`src/pkg/fbs_defs.svh`:
```
// timing figures and fixed values of the fieldbus slave state block
`ifndef FBS_DEFS_SVH
`define FBS_DEFS_SVH

// clock period and millisecond tick
`define FBS_CLK_PERIOD_PS   5000
`define FBS_TICK_PERIOD_PS  1000000000
`define FBS_TICK_CYCLES     (`FBS_TICK_PERIOD_PS / `FBS_CLK_PERIOD_PS)

// led phase lengths in milliseconds
`define FBS_FLASH_ON_MS     11'h0c8
`define FBS_FLASH_OFF_MS    11'h0c8
`define FBS_LONG_OFF_MS     11'h3e8
`define FBS_LINK_FLASH_MS   11'h032
`define FBS_LINK_HOLD_MS    11'h064
`define FBS_PHASE_ZERO      11'h000
`define FBS_PHASE_STEP      11'h001

// process data layout
`define FBS_PDO_WORD_W      32
`define FBS_PDO_MAX_ENTRIES 8
`define FBS_PDO_FIFO_DEPTH  16
`define FBS_DEFAULT_MAP_LEN 4'h5

// object index of each default receive mapping slot
`define FBS_OBJ_CTRL_WORD   16'h6040
`define FBS_OBJ_VL_TARGET   16'h6042
`define FBS_OBJ_OP_MODE     16'h6060
`define FBS_OBJ_MAX_TORQUE  16'h6072
`define FBS_OBJ_MAX_SPEED   16'h6080
`define FBS_OBJ_UNMAPPED    16'h0000

`endif

```
`src/pkg/fbs_pkg.sv`:
```
// types of the fieldbus slave state block
package fbs_pkg;

  typedef enum logic [2:0] {
    FBS_BOOT   = 3'h0,
    FBS_INIT   = 3'h1,
    FBS_PREOP  = 3'h2,
    FBS_SAFEOP = 3'h3,
    FBS_OP     = 3'h4
  } fbs_state_t;

  typedef enum logic [1:0] {
    FBS_ERR_NONE    = 2'h0,
    FBS_ERR_CONFIG  = 2'h1,
    FBS_ERR_SWITCH  = 2'h2,
    FBS_ERR_TIMEOUT = 2'h3
  } fbs_err_pat_t;

  typedef enum logic [1:0] {
    FBS_RUN_OFF   = 2'h0,
    FBS_RUN_BLINK = 2'h1,
    FBS_RUN_ON    = 2'h2
  } fbs_run_pat_t;

endpackage

```
`src/hdl/fbs_slave.sv`:
```
// application-layer state machine, process-data gating and status leds of the fieldbus slave
`timescale 1ns/100ps
`include "fbs_defs.svh"
module fbs_slave #(
  parameter int WORD_W      = `FBS_PDO_WORD_W,
  parameter int MAX_ENTRIES = `FBS_PDO_MAX_ENTRIES,
  parameter int FIFO_DEPTH  = `FBS_PDO_FIFO_DEPTH,
  parameter int TICK_CYCLES = `FBS_TICK_CYCLES
) (
  input  wire logic                        mclk,
  input  wire logic                        reset,
  input  wire logic                        init_done,
  input  wire logic                        cfg_error,
  input  wire logic                        comm_timeout,
  input  wire logic                        req_valid,
  input  wire fbs_pkg::fbs_state_t         req_state,
  output logic                             req_accepted,
  output logic                             req_refused,
  output fbs_pkg::fbs_state_t              al_state,
  output logic                             mailbox_en,
  output logic                             input_update_en,
  output logic                             output_update_en,
  input  wire logic                        link_up_in,
  input  wire logic                        link_up_out,
  input  wire logic                        traffic_in,
  input  wire logic                        traffic_out,
  input  wire logic                        rx_valid,
  output logic                             rx_ready,
  input  wire logic [WORD_W-1:0]           rx_data,
  input  wire logic                        rx_from_in_port,
  input  wire logic                        sm2_event,
  input  wire logic [3:0]                  map_len,
  output logic [MAX_ENTRIES*WORD_W-1:0]    rx_objects,
  output logic [MAX_ENTRIES*16-1:0]        rx_object_index,
  output logic                             rx_objects_update,
  output logic                             led_run,
  output logic                             led_error,
  output logic                             led_link_in,
  output logic                             led_link_out
);

  localparam int TW = $clog2(TICK_CYCLES);
  localparam int SW = $clog2(MAX_ENTRIES);

  // ------------------------------------------------------------------
  // state machine
  // ------------------------------------------------------------------
  fbs_pkg::fbs_state_t state_ff;
  logic                switch_err_ff;
  logic                req_accepted_ff;
  logic                req_refused_ff;
  logic                legal_req;

  // a request for the current state is accepted as a no-op, except in boot, which refuses every request
  function automatic logic transition_ok(input fbs_pkg::fbs_state_t cur, input fbs_pkg::fbs_state_t tgt);
    logic ok;
    ok = 1'b0;
    unique case (cur)
      fbs_pkg::FBS_BOOT:   ok = 1'b0;
      fbs_pkg::FBS_INIT:   ok = (tgt == fbs_pkg::FBS_INIT) || (tgt == fbs_pkg::FBS_PREOP);
      fbs_pkg::FBS_PREOP:  ok = (tgt == fbs_pkg::FBS_INIT) || (tgt == fbs_pkg::FBS_PREOP) ||
                                (tgt == fbs_pkg::FBS_SAFEOP);
      fbs_pkg::FBS_SAFEOP: ok = (tgt != fbs_pkg::FBS_BOOT);
      fbs_pkg::FBS_OP:     ok = (tgt != fbs_pkg::FBS_BOOT);
      default:             ok = 1'b0;
    endcase
    transition_ok = ok;
  endfunction
  assign legal_req = transition_ok(state_ff, req_state);
  always_ff @(posedge mclk) begin
    if (reset) begin
      state_ff <= fbs_pkg::FBS_BOOT;
    end else if (state_ff == fbs_pkg::FBS_BOOT) begin
      if (init_done) begin
        state_ff <= fbs_pkg::FBS_INIT;
      end
    end else if (req_valid && legal_req) begin
      state_ff <= req_state;
    end
  end
  always_ff @(posedge mclk) begin
    if (reset) begin
      switch_err_ff   <= 1'b0;
      req_accepted_ff <= 1'b0;
      req_refused_ff  <= 1'b0;
    end else begin
      req_accepted_ff <= req_valid && legal_req;
      req_refused_ff  <= req_valid && !legal_req;
      if (req_valid) begin
        switch_err_ff <= !legal_req;
      end
    end
  end
  assign req_accepted = req_accepted_ff;
  assign req_refused  = req_refused_ff;
  assign al_state     = state_ff;

  // ------------------------------------------------------------------
  // communication gating
  // ------------------------------------------------------------------
  // enables follow the state directly, so every exit path stops exactly what it must
  assign mailbox_en       = (state_ff == fbs_pkg::FBS_PREOP) || (state_ff == fbs_pkg::FBS_SAFEOP) ||
                            (state_ff == fbs_pkg::FBS_OP);
  assign input_update_en  = (state_ff == fbs_pkg::FBS_SAFEOP) || (state_ff == fbs_pkg::FBS_OP);
  assign output_update_en = (state_ff == fbs_pkg::FBS_OP);

  // ------------------------------------------------------------------
  // receive process data path
  // ------------------------------------------------------------------
  logic              fifo_in_valid;
  logic              fifo_in_ready;
  logic              fifo_out_valid;
  logic              fifo_pop;
  logic [WORD_W-1:0] fifo_out_data;
  logic              rx_take;
  logic              drain_ff;
  logic [SW-1:0]     slot_ff;
  logic [SW-1:0]     last_slot;
  logic              update_ff;
  logic [WORD_W-1:0] obj_ff [MAX_ENTRIES];

  // words arriving on the OUT side or outside operational are discarded, never stalled
  assign rx_take       = rx_from_in_port && output_update_en;
  assign fifo_in_valid = rx_valid && rx_take;
  assign rx_ready      = rx_take ? fifo_in_ready : 1'b1;
  assign fifo_pop      = drain_ff && fifo_out_valid;

  // an empty or oversized mapping length is clamped into the usable slot range
  assign last_slot = (map_len == 4'h0) ? '0 :
                     (32'(map_len) > MAX_ENTRIES) ? SW'(MAX_ENTRIES - 1) : SW'(map_len - 4'h1);
  fbs_fifo #(
    .WIDTH (WORD_W),
    .DEPTH (FIFO_DEPTH)
  ) u_rx_fifo (
    .mclk      (mclk),
    .reset     (reset),
    .flush     (!output_update_en),
    .in_valid  (fifo_in_valid),
    .in_ready  (fifo_in_ready),
    .in_data   (rx_data),
    .out_valid (fifo_out_valid),
    .out_ready (drain_ff),
    .out_data  (fifo_out_data)
  );

  always_ff @(posedge mclk) begin
    if (reset || !output_update_en) begin
      drain_ff  <= 1'b0;
      slot_ff   <= '0;
      update_ff <= 1'b0;
    end else begin
      update_ff <= fifo_pop && (slot_ff == last_slot);
      if (!drain_ff && sm2_event) begin
        drain_ff <= 1'b1;
      end else if (fifo_pop) begin
        drain_ff <= (slot_ff != last_slot);
        slot_ff  <= (slot_ff == last_slot) ? '0 : slot_ff + 1'b1;
      end
    end
  end
  always_ff @(posedge mclk) begin
    if (reset) begin
      for (int i = 0; i < MAX_ENTRIES; i++) begin
        obj_ff[i] <= '0;
      end
    end else if (fifo_pop && output_update_en) begin
      obj_ff[slot_ff] <= fifo_out_data;
    end
  end

  // default object index of each slot at the default mapping length; at any other length, and in slots past it, the index is none
  function automatic logic [15:0] default_index(input int slot);
    unique case (slot)
      0:       default_index = `FBS_OBJ_CTRL_WORD;
      1:       default_index = `FBS_OBJ_VL_TARGET;
      2:       default_index = `FBS_OBJ_OP_MODE;
      3:       default_index = `FBS_OBJ_MAX_TORQUE;
      4:       default_index = `FBS_OBJ_MAX_SPEED;
      default: default_index = `FBS_OBJ_UNMAPPED;
    endcase
  endfunction

  for (genvar g = 0; g < MAX_ENTRIES; g++) begin : g_obj
    assign rx_objects[g*WORD_W +: WORD_W] = obj_ff[g];
    assign rx_object_index[g*16 +: 16]    = (map_len == `FBS_DEFAULT_MAP_LEN) ? default_index(g) :
                                            `FBS_OBJ_UNMAPPED;
  end

  assign rx_objects_update = update_ff;

  // ------------------------------------------------------------------
  // millisecond tick
  // ------------------------------------------------------------------
  logic [TW-1:0] tick_cnt_ff;
  logic          ms_tick_ff;

  always_ff @(posedge mclk) begin
    if (reset) begin
      tick_cnt_ff <= '0;
      ms_tick_ff  <= 1'b0;
    end else if (tick_cnt_ff == TW'(TICK_CYCLES - 1)) begin
      tick_cnt_ff <= '0;
      ms_tick_ff  <= 1'b1;
    end else begin
      tick_cnt_ff <= tick_cnt_ff + 1'b1;
      ms_tick_ff  <= 1'b0;
    end
  end

  // ------------------------------------------------------------------
  // run and error leds
  // ------------------------------------------------------------------
  fbs_pkg::fbs_run_pat_t run_pat;
  fbs_pkg::fbs_run_pat_t run_pat_ff;
  fbs_pkg::fbs_err_pat_t err_pat;
  fbs_pkg::fbs_err_pat_t err_pat_ff;
  logic [10:0]           run_ph_ff;
  logic [10:0]           err_ph_ff;
  logic [10:0]           err_period;
  logic                  led_run_ff;
  logic                  led_error_ff;

  assign run_pat = (state_ff == fbs_pkg::FBS_OP)    ? fbs_pkg::FBS_RUN_ON :
                   (state_ff == fbs_pkg::FBS_PREOP) ? fbs_pkg::FBS_RUN_BLINK : fbs_pkg::FBS_RUN_OFF;
  // configuration fault outranks a switching fault, which outranks a timeout
  assign err_pat = cfg_error     ? fbs_pkg::FBS_ERR_CONFIG :
                   switch_err_ff ? fbs_pkg::FBS_ERR_SWITCH :
                   comm_timeout  ? fbs_pkg::FBS_ERR_TIMEOUT : fbs_pkg::FBS_ERR_NONE;
  always_comb begin
    unique case (err_pat_ff)
      fbs_pkg::FBS_ERR_SWITCH:  err_period = `FBS_FLASH_ON_MS + `FBS_LONG_OFF_MS;
      fbs_pkg::FBS_ERR_TIMEOUT: err_period = (`FBS_FLASH_ON_MS + `FBS_FLASH_OFF_MS) << 1;
      default:                  err_period = `FBS_FLASH_ON_MS + `FBS_FLASH_OFF_MS;
    endcase
  end

  always_ff @(posedge mclk) begin
    if (reset) begin
      run_pat_ff <= fbs_pkg::FBS_RUN_OFF;
      run_ph_ff  <= `FBS_PHASE_ZERO;
    end else if (run_pat != run_pat_ff) begin
      run_pat_ff <= run_pat;
      run_ph_ff  <= `FBS_PHASE_ZERO;
    end else if (ms_tick_ff) begin
      run_ph_ff <= (run_ph_ff == `FBS_FLASH_ON_MS + `FBS_FLASH_OFF_MS - `FBS_PHASE_STEP) ?
                   `FBS_PHASE_ZERO : run_ph_ff + `FBS_PHASE_STEP;
    end
  end

  always_ff @(posedge mclk) begin
    if (reset) begin
      err_pat_ff <= fbs_pkg::FBS_ERR_NONE;
      err_ph_ff  <= `FBS_PHASE_ZERO;
    end else if (err_pat != err_pat_ff) begin
      err_pat_ff <= err_pat;
      err_ph_ff  <= `FBS_PHASE_ZERO;
    end else if (ms_tick_ff) begin
      err_ph_ff <= (err_ph_ff == err_period - `FBS_PHASE_STEP) ? `FBS_PHASE_ZERO : err_ph_ff + `FBS_PHASE_STEP;
    end
  end

  always_ff @(posedge mclk) begin
    if (reset) begin
      led_run_ff   <= 1'b0;
      led_error_ff <= 1'b0;
    end else begin
      led_run_ff <= (run_pat_ff == fbs_pkg::FBS_RUN_ON) ||
                    ((run_pat_ff == fbs_pkg::FBS_RUN_BLINK) && (run_ph_ff < `FBS_FLASH_ON_MS));
      unique case (err_pat_ff)
        fbs_pkg::FBS_ERR_NONE:    led_error_ff <= 1'b0;
        fbs_pkg::FBS_ERR_TIMEOUT: led_error_ff <= (err_ph_ff < `FBS_FLASH_ON_MS) ||
                                                  ((err_ph_ff >= `FBS_FLASH_ON_MS + `FBS_FLASH_OFF_MS) &&
                                                   (err_ph_ff < (`FBS_FLASH_ON_MS << 1) + `FBS_FLASH_OFF_MS));
        default:                  led_error_ff <= (err_ph_ff < `FBS_FLASH_ON_MS);
      endcase
    end
  end

  assign led_run   = led_run_ff;
  assign led_error = led_error_ff;

  // ------------------------------------------------------------------
  // link leds
  // ------------------------------------------------------------------
  logic [10:0] link_ph_ff;
  logic [10:0] hold_in_ff;
  logic [10:0] hold_out_ff;
  logic        led_link_in_ff;
  logic        led_link_out_ff;
  logic        flash_on;

  // a short traffic burst keeps the led flashing for the hold time so it stays visible
  function automatic logic [10:0] hold_next(input logic [10:0] h, input logic act, input logic tick);
    hold_next = act ? `FBS_LINK_HOLD_MS : (tick && h != `FBS_PHASE_ZERO) ? h - `FBS_PHASE_STEP : h;
  endfunction
  assign flash_on = (link_ph_ff < `FBS_LINK_FLASH_MS);
  always_ff @(posedge mclk) begin
    if (reset) begin
      link_ph_ff      <= `FBS_PHASE_ZERO;
      hold_in_ff      <= `FBS_PHASE_ZERO;
      hold_out_ff     <= `FBS_PHASE_ZERO;
      led_link_in_ff  <= 1'b0;
      led_link_out_ff <= 1'b0;
    end else begin
      if (ms_tick_ff) begin
        link_ph_ff <= (link_ph_ff == (`FBS_LINK_FLASH_MS << 1) - `FBS_PHASE_STEP) ?
                      `FBS_PHASE_ZERO : link_ph_ff + `FBS_PHASE_STEP;
      end
      hold_in_ff      <= hold_next(hold_in_ff, traffic_in && link_up_in, ms_tick_ff);
      hold_out_ff     <= hold_next(hold_out_ff, traffic_out && link_up_out, ms_tick_ff);
      led_link_in_ff  <= link_up_in && ((hold_in_ff == `FBS_PHASE_ZERO) || flash_on);
      led_link_out_ff <= link_up_out && ((hold_out_ff == `FBS_PHASE_ZERO) || flash_on);
    end
  end

  assign led_link_in  = led_link_in_ff;
  assign led_link_out = led_link_out_ff;

endmodule

```
`src/hdl/fbs_fifo.sv`:
```
// synchronous fifo with valid/ready on both sides
`timescale 1ns/100ps
module fbs_fifo #(
  parameter int WIDTH = 32,
  parameter int DEPTH = 16
) (
  input  wire logic             mclk,
  input  wire logic             reset,
  input  wire logic             flush,
  input  wire logic             in_valid,
  output logic                  in_ready,
  input  wire logic [WIDTH-1:0] in_data,
  output logic                  out_valid,
  input  wire logic             out_ready,
  output logic [WIDTH-1:0]      out_data
);

  localparam int AW = $clog2(DEPTH);

  logic [WIDTH-1:0] mem_ff [DEPTH];
  logic [AW-1:0]    wr_ptr_ff;
  logic [AW-1:0]    rd_ptr_ff;
  logic [AW:0]      count_ff;
  logic             push;
  logic             pop;

  assign in_ready  = (count_ff != DEPTH[AW:0]);
  assign out_valid = (count_ff != '0);
  assign push      = in_valid & in_ready & ~flush;
  assign pop       = out_valid & out_ready & ~flush;
  assign out_data  = mem_ff[rd_ptr_ff];

  function automatic logic [AW-1:0] wrap_inc(input logic [AW-1:0] p);
    wrap_inc = (p == AW'(DEPTH - 1)) ? '0 : p + 1'b1;
  endfunction

  always_ff @(posedge mclk) begin
    if (push) begin
      mem_ff[wr_ptr_ff] <= in_data;
    end
  end

  always_ff @(posedge mclk) begin
    if (reset || flush) begin
      wr_ptr_ff <= '0;
      rd_ptr_ff <= '0;
      count_ff  <= '0;
    end else begin
      if (push) begin
        wr_ptr_ff <= wrap_inc(wr_ptr_ff);
      end
      if (pop) begin
        rd_ptr_ff <= wrap_inc(rd_ptr_ff);
      end
      if (push && !pop) begin
        count_ff <= count_ff + 1'b1;
      end else if (pop && !push) begin
        count_ff <= count_ff - 1'b1;
      end
    end
  end

endmodule

```
`config.mk`:
```
export PLATFORM = sky130hd
export DESIGN_NAME = fbs_slave
export DESIGN_NICKNAME = d
export VERILOG_FILES = /design/src/pkg/fbs_pkg.sv /design/src/hdl/fbs_slave.sv /design/src/hdl/fbs_fifo.sv
export VERILOG_INCLUDE_DIRS = /design/src /design/src/pkg
export SDC_FILE = /design/constraint.sdc
export NUM_CORES = 1
export LEC_CHECK = 0
export ABC_AREA = 1
export ABC_CLOCK_PERIOD_IN_PS = 3900
export BUFFER_PORTS_ARGS = -buffer_cell sky130_fd_sc_hd__buf_4
export CORE_MARGIN = 2
export CORE_UTILIZATION = 58
export DETAILED_ROUTE_END_ITERATION = 7
export HOLD_SLACK_MARGIN = 0.06
export PLACE_DENSITY = 0.8
export SYNTH_ARGS = -nofsm -noshare
export SYNTH_HDL_FRONTEND = slang
export SYNTH_SLANG_ARGS = --single-unit
```
`constraint.sdc`:
```
create_clock -name mclk -period 3.9 [get_ports mclk]
set_input_delay 0.585 -clock mclk [delete_from_list [all_inputs] [get_ports mclk]]
set_output_delay 0.585 -clock mclk [all_outputs]
set_load 0.01 [all_outputs]
```
==> flow_summary.yaml <==
logic_synthesis:
  syn_inst: 3111
  synth-seq-cells: 878
  yosysTopAreaCell: "edfxtp_1"
  synth_most_common_cell: "edfxtp_1"
  seq_area_frac_synth_pct: 69.2
  synth-main-ff-cell: "edfxtp_1"
  ys_types: 39
  yosys_warnings: 0
  synth_area_sq_um: 36500
  yosys.area.top_type_share_pct: 63.2
  yosys-top-cells-area: "edfxtp_1 (63%), dfxtp_1 (6.0%), a21oi_1 (5.9%)"
  synth-edff-count: 768
  ys_top_cells_by_count: "edfxtp_1 (768), a21oi_1 (432), inv_1 (358)"
  async_flop_share_pct: 0
  avgSynthCellArea_sq_um: 11.7
job:
  maxCapViolCount: 0
global_route:
  antenna_found_initial: 4
  track_usage_pct: 27.8
  grt_start_max_net_pins: 105
  grt_pass1_wl_um: 135000
  first_global_vias: 23574
  overflow: 0
layout:
  drive_gt1_share_pct: 16.1
  seq_area_sq_um: 25300
  fill_cells: 4082
  fin_cells: 4345
  nNetsFinal: 3511
  final_core_util_pct: 68.6
  syn2layout_area_growth_pct: 16.4
  multiInputGateArea_sq_um: 8730
worst_setup_path:
  startpoint: "al_state[0]"
  path_class: "register to register"
  required_ps: 4140
  crit_arrival_ps: 3060
  cp-endpoint: "u_rx_fifo.mem_ff[14][22]"
  endpoint_kind: "register"
  critPathMaxFanout: 32
  rr_worst_depth: 7
  rrSetupSlack_ps: 1090
  r2r_start: "al_state[0]"
  worstReg2RegEnd: "u_rx_fifo.mem_ff[14][22]"
  start_kind: "register"
timing:
  fin_skew_ps: 17.8
  fmax_mhz: 355
  setup_viol: 0
  hold_violations: 0
  grt_setup_unrepaired: "false"
  fin_setup_tns_ps: 0
  slew_viol_final: 0
  whs_ps: 183
  tightest_slew_ps: 1100
  relSlewSlack_pct: 26.2
  final.min_clock_period_ps: 2810
  finalCritPeriodShare_pct: 72.2
clocking:
  cts_buffer_depth: 3
  cts.root.buffer_cell: "clkbuf_16"
  cts_hold_buf: 0
  clock_latency_ps: 640
  cts_sinks: 878
  cts_tree: "built"
  clk_pin_slew_ps: 60
  cts_setup_buffers: 0
  htree_levels: 3
  cts_resized: 0
  numCtsBuffers: 86
routing:
  antenna_left: 0
  firstDrtPassIters: 7
  route.met3.wl_um: 10300
  met1Wirelength_um: 33400
  drt_iter0_markers: 2727
  wl_um: 91900
  vias: 25119
  vias_per_cell: 5.78
  wl_per_cell_um: 21.2
  drc: 0
  route.met2.wl_um: 44400
  routed.top_layer: "met5"
run_status:
  outcome: "completed"
power:
  vdd_drop_max_v: 0.000290
  finalPower_mw: 19.7
  p_per_area_nw_per_um2: 464
  power_leakage_nw: 15.7
worst_hold_path:
  hold_class: "input pin to register"
  min_path_cells: 2
die:
  num_io_pins: 450
  dieWidth_um: 255
  coreArea_sq_um: 61900
  die_area_sq_um: 65000
  die_y_um: 255
  initial_utilization_pct: 58.9
  rows: 91
placed_design:
  port_buffers: 341
  dp.cells: 4183
  routabilityCongestion: 0.878
  hpwl_um: 58200
## layout by cell type, fill, tap and decap left out, types with 3 or more instances in the layout
| cell type | synthesis | routed |
|---|---|---|
| clkbuf_1 | 45 | 17 |
| inv_1 | 358 | 357 |
| nor2_4 | 0 | 15 |
| clkinvlp_4 | 0 | 4 |
| o21ai_0 | 160 | 160 |
| or2_2 | 6 | 6 |
| xnor2_1 | 15 | 15 |
| nand4_1 | 16 | 16 |
| nand2_1 | 340 | 339 |
| buf_4 | 129 | 381 |
| clkinv_2 | 0 | 18 |
| edfxtp_1 | 768 | 768 |
| inv_6 | 0 | 5 |
| bufinv_16 | 0 | 13 |
| ha_1 | 24 | 24 |
| nor3b_1 | 7 | 7 |
| clkinv_1 | 2 | 14 |
| conb_1 | 1 | 108 |
| a31oi_1 | 3 | 3 |
| nand2_2 | 4 | 5 |
| buf_12 | 0 | 13 |
| nor3_1 | 28 | 28 |
| a21oi_1 | 432 | 432 |
| dfxtp_1 | 110 | 107 |
| nor2_1 | 134 | 119 |
| clkbuf_16 | 0 | 91 |
| nand3b_1 | 5 | 5 |
| nand3_1 | 265 | 265 |
| o211ai_1 | 131 | 131 |
| xor2_1 | 20 | 20 |
## routing by layer
metal	GRT usage, %	vias to the layer above
li1	-	11377
met1	35.5	11926
met2	45.5	1575
met3	5.98	237
met4	13.6	4
met5	0	-
## worst min path at each step
stage | start | to | slack [ps]
2_1_floorplan | hold_out_ff[10] | hold_out_ff[10] | 430
3_3_place_gp | hold_out_ff[10] | hold_out_ff[10] | 440
3_5_place_dp | hold_out_ff[10] | hold_out_ff[10] | 450
4_1_cts | req_valid | switch_err_ff | 150
5_1_grt | req_valid | switch_err_ff | 170
6_report | req_valid | switch_err_ff | 180
## registers in the layout, indices dropped and copies added, names as in the netlist, 2 cells and up, named ones only
register             count
link_ph_ff              11
run_pat_ff               2
hold_in_ff              11
err_pat_ff               2
slot_ff                  3
u_rx_fifo.wr_ptr_ff      4
u_rx_fifo.rd_ptr_ff      4
obj_ff                 256
hold_out_ff             11
u_rx_fifo.mem_ff       512
err_ph_ff               11
al_state                 3
tick_cnt_ff             18
run_ph_ff               11
u_rx_fifo.count_ff       5
## power breakdown
| group | internal (mW) | switching, mW | total, mW | leakage, nW |
|---|---|---|---|---|
| registers | 10.3 | 0.0789 | 10.4 | 7.95 |
| clock network | 5.17 | 3.45 | 8.62 | 1.45 |
| logic | 0.253 | 0.424 | 0.677 | 6.27 |
## worst max-delay path, stage by stage, from the launching register on
cell and delay, ps:
dfxtp_1 360, nor2_2 190, nand2_4 130, nor2_1 170
nand3_1 180, clkinv_1 210, nand2_1 260, nor2_4 910
## cell families (layout without fill, tap and decap cells)
logic type | Yosys count | after routing | share of synthesized area, %
DFF | 878 | 878 | 69.2
and+or+nand+nor | 812 | 812 | 9.78
AOI/OAI and AO/OA | 732 | 732 | 11.0
buffers and inverters | 628 | 916 | 8.29
xor gates and xnor gates | 35 | 35 | 0.840
adders and majority gates | 25 | 25 | 0.878
other | 1 | 110 | 0.0103
## stage by stage
| stage | setup WS, ps | cell area, sq um |
|---|---|---|
| final | 1090 | 42500 |
| after global routing | 878 | 42500 |
| after CTS | 1060 | 42500 |
| after detailed placement | 1040 | 39500 |
| after global placement | 1070 | 39500 |
| after floorplan | 961 | 36900 |
## layout make-up
type	instances	area share, %
flip-flops and latches	878	59.5
multi-input cells	1712	20.5
repair buffers	394	7.34
clock buffers	110	5.57
inverters	362	3.20
well taps	837	2.46
clock inverters	50	1.39
diodes	2	0.0118
Note: power is estimated with default switching activity, not from simulation.
